===== config.mk =====
export PLATFORM = sky130hd
export DESIGN_NAME = rpac_ctrl
export DESIGN_NICKNAME = d
export VERILOG_FILES = /design/src/hdl/rpac_pkg.sv /design/src/hdl/rpac_hold_timer.sv /design/src/hdl/rpac_ctrl.sv
export VERILOG_INCLUDE_DIRS = /design/src /design/src/hdl
export SDC_FILE = /design/constraint.sdc
export NUM_CORES = 1
export LEC_CHECK = 0
export BUFFER_PORTS_ARGS = -buffer_cell sky130_fd_sc_hd__buf_2
export CAP_MARGIN = 20
export CORE_MARGIN = 4
export CORE_UTILIZATION = 32
export CTS_CLUSTER_SIZE = 8
export DETAILED_ROUTE_END_ITERATION = 10
export PLACE_DENSITY = 0.48
export SETUP_SLACK_MARGIN = 0.15
export SLEW_MARGIN = 20
export SYNTH_ARGS = -nofsm -noshare
export SYNTH_HDL_FRONTEND = slang
export SYNTH_SLANG_ARGS = --single-unit

===== constraint.sdc =====
create_clock -name clock -period 2.3 [get_ports clock]
set_input_delay 0.345 -clock clock [delete_from_list [all_inputs] [get_ports clock]]
set_output_delay 0.345 -clock clock [all_outputs]
set_load 0.05 [all_outputs]

===== src/hdl/rpac_map.svh =====
// register offsets, field positions, reset values and timing counts for the ref pll control bank
`ifndef RPAC_MAP_SVH
`define RPAC_MAP_SVH
`define RPAC_OFS_BASIC 8'h25
`define RPAC_OFS_HOLD 8'h26
`define RPAC_OFS_FAST 8'h27
`define RPAC_OFS_NORM 8'h28
`define RPAC_OFS_RDIV_HI 8'h29
`define RPAC_OFS_RDIV_LO 8'h2a
`define RPAC_OFS_NDIV_HI 8'h2b
`define RPAC_OFS_NDIV_LO 8'h2c
`define RPAC_OFS_STEP 8'h2d
`define RPAC_BIT_HALVE 4
`define RPAC_BIT_BUFTYPE 2
`define RPAC_BIT_FASTEN 0
`define RPAC_RST_BASIC 8'h01
`define RPAC_RST_HOLD 8'h00
`define RPAC_RST_FAST 8'h1f
`define RPAC_RST_NORM 8'h08
`define RPAC_RST_RDIV_HI 8'h00
`define RPAC_RST_RDIV_LO 8'h01
`define RPAC_RST_NDIV_HI 8'h06
`define RPAC_RST_NDIV_LO 8'hb4
`define RPAC_RST_STEP 8'h08
`define RPAC_MASK_BASIC 8'h15
`define RPAC_MASK_HOLD 8'h0f
`define RPAC_MASK_5B 8'h1f
`define RPAC_MASK_RDIV_HI 8'h03
`define RPAC_MASK_NDIV_HI 8'h7f
`define RPAC_HOLD_UNIT_MS 500
`define RPAC_CLOCK_MHZ 250
`define RPAC_TICK_CYCLES (`RPAC_HOLD_UNIT_MS * 1000 * `RPAC_CLOCK_MHZ)
`endif


===== src/hdl/rpac_pkg.sv =====
// types shared by the ref pll control bank
package rpac_pkg;
  typedef enum logic [1:0] {
    RPAC_ACQUIRE,
    RPAC_HOLD,
    RPAC_NORMAL
  } rpac_state_t;
endpackage : rpac_pkg


===== src/hdl/rpac_hold_timer.sv =====
// half-second tick generator and hold counter for the fast-acquire timer
`timescale 1ns/10ps
`include "rpac_map.svh"
module rpac_hold_timer #(
  parameter int TICK_CYCLES = `RPAC_TICK_CYCLES
) (
  input wire logic clock,
  input wire logic rstn,
  input wire logic run,
  input wire logic [3:0] target,
  output logic done
);
  logic [31:0] tick_q, tick_d;
  logic [3:0] units_q, units_d;

  // counter restarts from zero whenever run drops, so lock loss restarts the hold
  always_comb begin
    tick_d = tick_q;
    units_d = units_q;
    if (!run) begin
      tick_d = '0;
      units_d = '0;
    end else if (units_q != target) begin
      if (tick_q == 32'(TICK_CYCLES - 1)) begin
        tick_d = '0;
        units_d = units_q + 4'h1;
      end else begin
        tick_d = tick_q + 32'h1;
      end
    end
  end

  always_ff @(posedge clock) begin
    if (!rstn) begin
      tick_q <= '0;
      units_q <= '0;
    end else begin
      tick_q <= tick_d;
      units_q <= units_d;
    end
  end

  assign done = run && (units_q == target);
endmodule : rpac_hold_timer


===== src/hdl/rpac_ctrl.sv =====
// register bank and fast-acquire control of the reference pll
//
// How it works
// - ref_out_halve clear gives divide by one (27 MHz), set gives divide by two (13.5 MHz).
// - bit 2 of the basic options register drives the input buffer type, 1 differential.
// - with fast acquire enabled (reset 1) the fast pump current is used while acquiring.
// - lock must stand for hold count times 0.5 s before falling back to normal current.
// - fast acquisition uses the 5-bit fast current field, reset 11111, 34.375 uA per step.
// - otherwise the 5-bit normal current field, reset 01000, is used with the same scale.
// - the reference divider is hi[1:0] over the low byte, the low byte resetting to 0x01.
// - the reference divider loads from the format and is read-only while auto detect is on.
// - the feedback divider is hi[6:0] over the low byte, the low byte resetting to 0xb4.
// - with auto detect off the host may write the format-controlled divider registers.
`timescale 1ns/10ps
`include "rpac_map.svh"
module rpac_ctrl import rpac_pkg::*; #(
  parameter int TICK_CYCLES = `RPAC_TICK_CYCLES
) (
  input wire logic clock,
  input wire logic rstn,
  input wire logic reg_wr,
  input wire logic reg_rd,
  input wire logic [7:0] reg_addr,
  input wire logic [7:0] reg_wdata,
  output logic [7:0] reg_rdata,
  input wire logic auto_format_detect_enable,
  input wire logic fmt_load,
  input wire logic [9:0] fmt_ref_div,
  input wire logic [14:0] fmt_fb_div,
  input wire logic ref_locked,
  output logic ref_out_halve,
  output logic ref_input_buffer_type,
  output logic [4:0] pump_current,
  output logic fast_active,
  output logic [9:0] ref_divider,
  output logic [14:0] feedback_divider,
  output logic [4:0] lock_detect_step
);
  logic [7:0] basic_q, basic_d, hold_q, hold_d, fast_q, fast_d, norm_q, norm_d;
  logic [7:0] rhi_q, rhi_d, rlo_q, rlo_d, nhi_q, nhi_d, nlo_q, nlo_d, step_q, step_d;
  logic [7:0] rdata_d;
  logic [1:0] lock_s_q;
  logic locked;
  logic timer_done;
  rpac_state_t st_q, st_d;
  logic [4:0] pump_d;

  // write strobe for one offset, used by every register
  function automatic logic hit(input logic [7:0] a, input logic [7:0] ofs);
    return a == ofs;
  endfunction : hit

  // host writes; divider words are refused while auto detect owns them
  always_comb begin
    basic_d = basic_q;
    hold_d = hold_q;
    fast_d = fast_q;
    norm_d = norm_q;
    rhi_d = rhi_q;
    rlo_d = rlo_q;
    nhi_d = nhi_q;
    nlo_d = nlo_q;
    step_d = step_q;
    if (reg_wr) begin
      if (hit(reg_addr, `RPAC_OFS_BASIC)) basic_d = reg_wdata & `RPAC_MASK_BASIC;
      if (hit(reg_addr, `RPAC_OFS_HOLD)) hold_d = reg_wdata & `RPAC_MASK_HOLD;
      if (hit(reg_addr, `RPAC_OFS_FAST)) fast_d = reg_wdata & `RPAC_MASK_5B;
      if (hit(reg_addr, `RPAC_OFS_NORM)) norm_d = reg_wdata & `RPAC_MASK_5B;
      if (hit(reg_addr, `RPAC_OFS_STEP)) step_d = reg_wdata & `RPAC_MASK_5B;
      if (!auto_format_detect_enable) begin
        if (hit(reg_addr, `RPAC_OFS_RDIV_HI)) rhi_d = reg_wdata & `RPAC_MASK_RDIV_HI;
        if (hit(reg_addr, `RPAC_OFS_RDIV_LO)) rlo_d = reg_wdata;
        if (hit(reg_addr, `RPAC_OFS_NDIV_HI)) nhi_d = reg_wdata & `RPAC_MASK_NDIV_HI;
        if (hit(reg_addr, `RPAC_OFS_NDIV_LO)) nlo_d = reg_wdata;
      end
    end
    // format loads come from the detector only while it is enabled
    if (fmt_load && auto_format_detect_enable) begin
      rhi_d = {6'h00, fmt_ref_div[9:8]};
      rlo_d = fmt_ref_div[7:0];
      nhi_d = {1'b0, fmt_fb_div[14:8]};
      nlo_d = fmt_fb_div[7:0];
    end
  end

  // read mux; unmapped offsets read zero
  always_comb begin
    rdata_d = 8'h00;
    case (reg_addr)
      `RPAC_OFS_BASIC: rdata_d = basic_q;
      `RPAC_OFS_HOLD: rdata_d = hold_q;
      `RPAC_OFS_FAST: rdata_d = fast_q;
      `RPAC_OFS_NORM: rdata_d = norm_q;
      `RPAC_OFS_RDIV_HI: rdata_d = rhi_q;
      `RPAC_OFS_RDIV_LO: rdata_d = rlo_q;
      `RPAC_OFS_NDIV_HI: rdata_d = nhi_q;
      `RPAC_OFS_NDIV_LO: rdata_d = nlo_q;
      `RPAC_OFS_STEP: rdata_d = step_q;
      default: rdata_d = 8'h00;
    endcase
  end

  always_ff @(posedge clock) begin
    if (!rstn) begin
      basic_q <= `RPAC_RST_BASIC;
      hold_q <= `RPAC_RST_HOLD;
      fast_q <= `RPAC_RST_FAST;
      norm_q <= `RPAC_RST_NORM;
      rhi_q <= `RPAC_RST_RDIV_HI;
      rlo_q <= `RPAC_RST_RDIV_LO;
      nhi_q <= `RPAC_RST_NDIV_HI;
      nlo_q <= `RPAC_RST_NDIV_LO;
      step_q <= `RPAC_RST_STEP;
      reg_rdata <= 8'h00;
    end else begin
      basic_q <= basic_d;
      hold_q <= hold_d;
      fast_q <= fast_d;
      norm_q <= norm_d;
      rhi_q <= rhi_d;
      rlo_q <= rlo_d;
      nhi_q <= nhi_d;
      nlo_q <= nlo_d;
      step_q <= step_d;
      reg_rdata <= reg_rd ? rdata_d : 8'h00;
    end
  end

  // lock comes from the analog loop, so it is synchronised first
  always_ff @(posedge clock) begin
    if (!rstn) lock_s_q <= 2'b00;
    else lock_s_q <= {lock_s_q[0], ref_locked};
  end
  assign locked = lock_s_q[1];

  // hold timer runs only while lock stands in the hold state
  rpac_hold_timer #(.TICK_CYCLES(TICK_CYCLES)) u_timer (
    .clock(clock),
    .rstn(rstn),
    .run(st_q == RPAC_HOLD && locked),
    .target(hold_q[3:0]),
    .done(timer_done)
  );

  // acquire, hold after lock, then normal; lock loss goes back to acquire
  always_comb begin
    st_d = st_q;
    case (st_q)
      RPAC_ACQUIRE: if (locked) st_d = RPAC_HOLD;
      RPAC_HOLD: begin
        if (!locked) st_d = RPAC_ACQUIRE;
        else if (timer_done) st_d = RPAC_NORMAL;
      end
      RPAC_NORMAL: if (!locked) st_d = RPAC_ACQUIRE;
      default: st_d = RPAC_ACQUIRE;
    endcase
    // disabling fast acquire uses normal current in every state
    pump_d = (basic_q[`RPAC_BIT_FASTEN] && st_d != RPAC_NORMAL) ? fast_q[4:0]
                                                                 : norm_q[4:0];
  end

  always_ff @(posedge clock) begin
    if (!rstn) begin
      st_q <= RPAC_ACQUIRE;
      pump_current <= 5'(`RPAC_RST_FAST);
      fast_active <= 1'b1;
      ref_out_halve <= 1'b0;
      ref_input_buffer_type <= 1'b0;
      ref_divider <= 10'h001;
      feedback_divider <= 15'h06b4;
      lock_detect_step <= 5'h08;
    end else begin
      st_q <= st_d;
      pump_current <= pump_d;
      fast_active <= basic_q[`RPAC_BIT_FASTEN] && st_d != RPAC_NORMAL;
      ref_out_halve <= basic_q[`RPAC_BIT_HALVE];
      ref_input_buffer_type <= basic_q[`RPAC_BIT_BUFTYPE];
      ref_divider <= {rhi_q[1:0], rlo_q};
      feedback_divider <= {nhi_q[6:0], nlo_q};
      lock_detect_step <= step_q[4:0];
    end
  end

  property p_refuse_rdiv;
    @(posedge clock) disable iff (!rstn)
      (reg_wr && auto_format_detect_enable && !fmt_load) |=> rlo_q == $past(rlo_q);
  endproperty
  a_refuse_rdiv: assert property (p_refuse_rdiv) else $error("ref div written while auto");
  property p_refuse_ndiv;
    @(posedge clock) disable iff (!rstn)
      (reg_wr && auto_format_detect_enable && !fmt_load) |=> nlo_q == $past(nlo_q);
  endproperty
  a_refuse_ndiv: assert property (p_refuse_ndiv) else $error("fb div written while auto");
  property p_manual_wr;
    @(posedge clock) disable iff (!rstn)
      (reg_wr && !auto_format_detect_enable && reg_addr == `RPAC_OFS_RDIV_LO)
        |=> rlo_q == $past(reg_wdata);
  endproperty
  a_manual_wr: assert property (p_manual_wr) else $error("manual divider write lost");
  property p_reserved_bits;
    @(posedge clock) disable iff (!rstn) (basic_q & ~`RPAC_MASK_BASIC) == 8'h00;
  endproperty
  a_reserved_bits: assert property (p_reserved_bits) else $error("reserved bits set");
  property p_halve;
    @(posedge clock) disable iff (!rstn) ##1 ref_out_halve == $past(basic_q[4]);
  endproperty
  a_halve: assert property (p_halve) else $error("halve output wrong");
  property p_buf;
    @(posedge clock) disable iff (!rstn) ##1 ref_input_buffer_type == $past(basic_q[2]);
  endproperty
  a_buf: assert property (p_buf) else $error("buffer type wrong");
  property p_fast_cur;
    @(posedge clock) disable iff (!rstn) fast_active |-> pump_current == $past(fast_q[4:0]);
  endproperty
  a_fast_cur: assert property (p_fast_cur) else $error("fast current not used");
  property p_norm_cur;
    @(posedge clock) disable iff (!rstn) !fast_active |-> pump_current == $past(norm_q[4:0]);
  endproperty
  a_norm_cur: assert property (p_norm_cur) else $error("normal current not used");
  property p_loss;
    @(posedge clock) disable iff (!rstn)
      (st_q == RPAC_HOLD && !locked) |=> st_q == RPAC_ACQUIRE;
  endproperty
  a_loss: assert property (p_loss) else $error("hold not restarted");
  property p_fasten;
    @(posedge clock) disable iff (!rstn)
      (basic_q[0] && st_q == RPAC_ACQUIRE && !locked) |=> fast_active;
  endproperty
  a_fasten: assert property (p_fasten) else $error("fast acquire not applied");
  property p_zero_hold;
    @(posedge clock) disable iff (!rstn)
      (st_q == RPAC_HOLD && locked && hold_q == 8'h00) |=> st_q == RPAC_NORMAL;
  endproperty
  a_zero_hold: assert property (p_zero_hold) else $error("zero hold not immediate");
endmodule : rpac_ctrl


==> impl_results.md <==
- DR WL met2: 7547 um
- Rows: 48
- Largest net degree at the start of global routing: 44
- CP max FO: 5
- Clk slew on worst S/H paths: 0.05 ns
- Aggregate negative setup slack: 0 ns
- Sequential cell area: 2665 um^2
- Internal cell power: 3.981 mW
- Number of global-route vias before repair: 4,551
- First-pass GRT wire length: 24,760 um
- Hold buffer count at CTS: 0
- Metal1 wirelength: 6841 um
- Crit-path leading delay family: simple AND/OR/NAND/NOR gates
- Fin. Hold Viols: 0
- Maximum clock rate: 490.1 MHz
- IO Port Bufs: 93
- Max H-tree Level: 4
- Syn-to-layout area delta: 25.99%
- CP startpoint kind: flop
- Multi-input gate area: 2808 um^2
- Crit-path max cell delay: 0.60 ns
- DIE HEIGHT: 140.4 um
- Unique masters post-synth: 45
- CTS Sinks: 133
- Status: complete, no violations
- Post-route ant nets: 0
- Clk pwr share: 0.479
- CTS tree: built
- Worst min-delay path class: input pin to flop
- Setup ws final: 0.2595 ns
- Comb power frac: 0.060
- Slowest cell on the critical path: or4_1
- Resized Gates After CTS: 0
- Buf/Inv on CP: 0
- Syn_area_per_cell: 9.287 um^2
- Final Cycle Share: 0.8872
- Vias: 4,624
- Post-CTS Setup Bufs: 0
- GRT Total Usage: 0.1593
- CTS max path bufs: 2
- Die Wd: 140.4 um
- Synth Warn #: 0
- Slew Limit Headroom: 0.6027
- Ordered cell list for the critical path: xor2_2 -> o41ai_2 -> or4_1 -> or3_1 -> a21oi_1
- Reg power frac: 0.461
- Initial DRT Pass Iterations: 4
- Vias/cell: 4.893
- Dpl ws: 0.1294 ns
- DRT Wirelength: 15,310 um
- Synthesized Nets: 654
- Fillers: 1,756
- # setup viols final: 0
- Peak VDD IR: 0.4997 mV
- Final #Nets: 758
- CP Capture Type: flop
- R2R Setup Slk: 0.26 ns
- Iter 0 DRT Violations: 290
- Number of flops mapped to enable cells by yosys: 0
- Post-synthesis sequential area ratio: 0.4747
- Synth Cell Area: 5609 um^2
- Leak: 2.744 nW
- Gpl congestion: 0.8390
- Worst Path Required: 2.64 ns
- Critical path arrival: 2.38 ns
- DRC viols: 0
- Layout cells sized above 1: 0.2347
- Fin crit period: 2.040 ns
- Number of CTS-inserted buffers: 17
- Gr ovfl total: 0
- Antenna Cells: 0
- Max-cap violations: 0
- Psw: 1.191 mW
- Switching part of the total: 0.2302
- Prevailing post-synth register cell: dfxtp_1
- Power per cell area: 731.8 nW/um^2
- DR top layer: met4
- FFs w/ async S/R, synth: 0
- Clk_skew: 0.007607 ns
- Unrepaired setup endpoints after global routing: false
- Met3 wire len: 721 um
- Slew @ Worst Pin: 0.5939 ns
- Routed WL per cell: 16.21 um
- Core outline area: 17,240 um^2
- Antenna violations before repair: 0
- CTS root buf: clkbuf_16
- Clk_lat worst skew: 0.41 ns
- Starting Density: 0.3254
- Die area: 19,710 um^2
- # IOs: 94
- Detailed Place HPWL: 11,190 um
- Final slew viol count: 0
- Mapped Cells: 604
- FF+latch count, synth: 133
- Kind of critical path: flop to flop
synth_stat cells (12+ instances only):
cell type	number	area share
xnor2_1	29	0.045
clkbuf_1	30	0.020
nand3_1	26	0.023
nand2_1	38	0.025
nor2b_1	18	0.020
and2_1	32	0.036
a21oi_1	38	0.034
nand2b_1	12	0.013
dfxtp_1	133	0.47
nor2_1	46	0.031
mux2i_1	51	0.091
nor4_1	12	0.013
o21ai_0	27	0.024
per-stage QoR:
stage	cells	utilization	hold slack (ns)	area, um^2	power, mW
3_3_place_gp	914	0.3756	0.4196	6474	2.744
4_1_cts	945	0.4071	0.1178	7017	5.255
3_5_place_dp	914	0.3756	0.4333	6474	2.745
5_1_grt	945	0.4100	0.1206	7067	5.403
2_1_floorplan	604	-	0.4080	5609	2.618
6_report	945	0.4100	0.1415	7067	5.172
per-layer routing:
layer,global-route usage,vias to the layer above
met1,0.2028,2184
met4,0.04946,0
met5,0,-
li1,-,2327
met2,0.2641,96
met3,0.04199,17
power by group through the flow:
stage | logic, mW | clock network, mW | registers (mW)
floorplan | 0.136 | 0 | 2.48
global placement | 0.309 | 0 | 2.44
detailed placement | 0.311 | 0 | 2.43
CTS | 0.312 | 2.56 | 2.38
global route | 0.337 | 2.68 | 2.39
finish | 0.310 | 2.48 | 2.39
flip-flops by register name, summed over array words and instances, names as in the netlist, 7 cells and up:
name              count
feedback_divider     15
ref_divider          10
u_timer.tick_q       32
nhi_q                 7
reg_rdata             8
rlo_q                 8
nlo_q                 8
layout make-up:
cell class	instances	area share
clock buffers	21	0.06516
clock inverters	10	0.01169
inverters	9	0.004780
multi-input cells	423	0.3973
flip-flops and latches	133	0.3771
well taps	225	0.03984
repair buffers	124	0.1041
path summary, 6_finish.rpt:
kind / start / to / cells past startpoint
setup reg to reg: u_timer.units_q[1] / u_timer.units_q[3] / 5
hold reg to reg: lock_s_q[0] / lock_s_q[1] / 1
hold / removal: ref_locked / lock_s_q[0] / 2
setup / recovery: u_timer.units_q[1] / u_timer.units_q[3] / 5
placed cells by master, fill, tap and decap left out, types with 9 or more instances in the layout:
master / count
dfxtp_1: 131
buf_2: 93
mux2i_1: 51
nor2_1: 46
nand2_1: 38
a21oi_1: 38
and2_1: 32
xnor2_1: 29
buf_4: 28
o21ai_0: 27
nand3_1: 26
nor2b_1: 18
clkbuf_16: 17
nor4_1: 12
nand2b_1: 12
a22oi_1: 10
inv_1: 9
nand4_1: 9
cells by family after synthesis:
kind of cell	synth area share
xor+xnor	0.05309
flops	0.4747
buf+inv	0.03458
mux	0.09302
simple gates	0.2378
compound gates	0.1024
fa+ha+maj	0.004461
No activity file was read; power rests on OpenSTA's default activity.
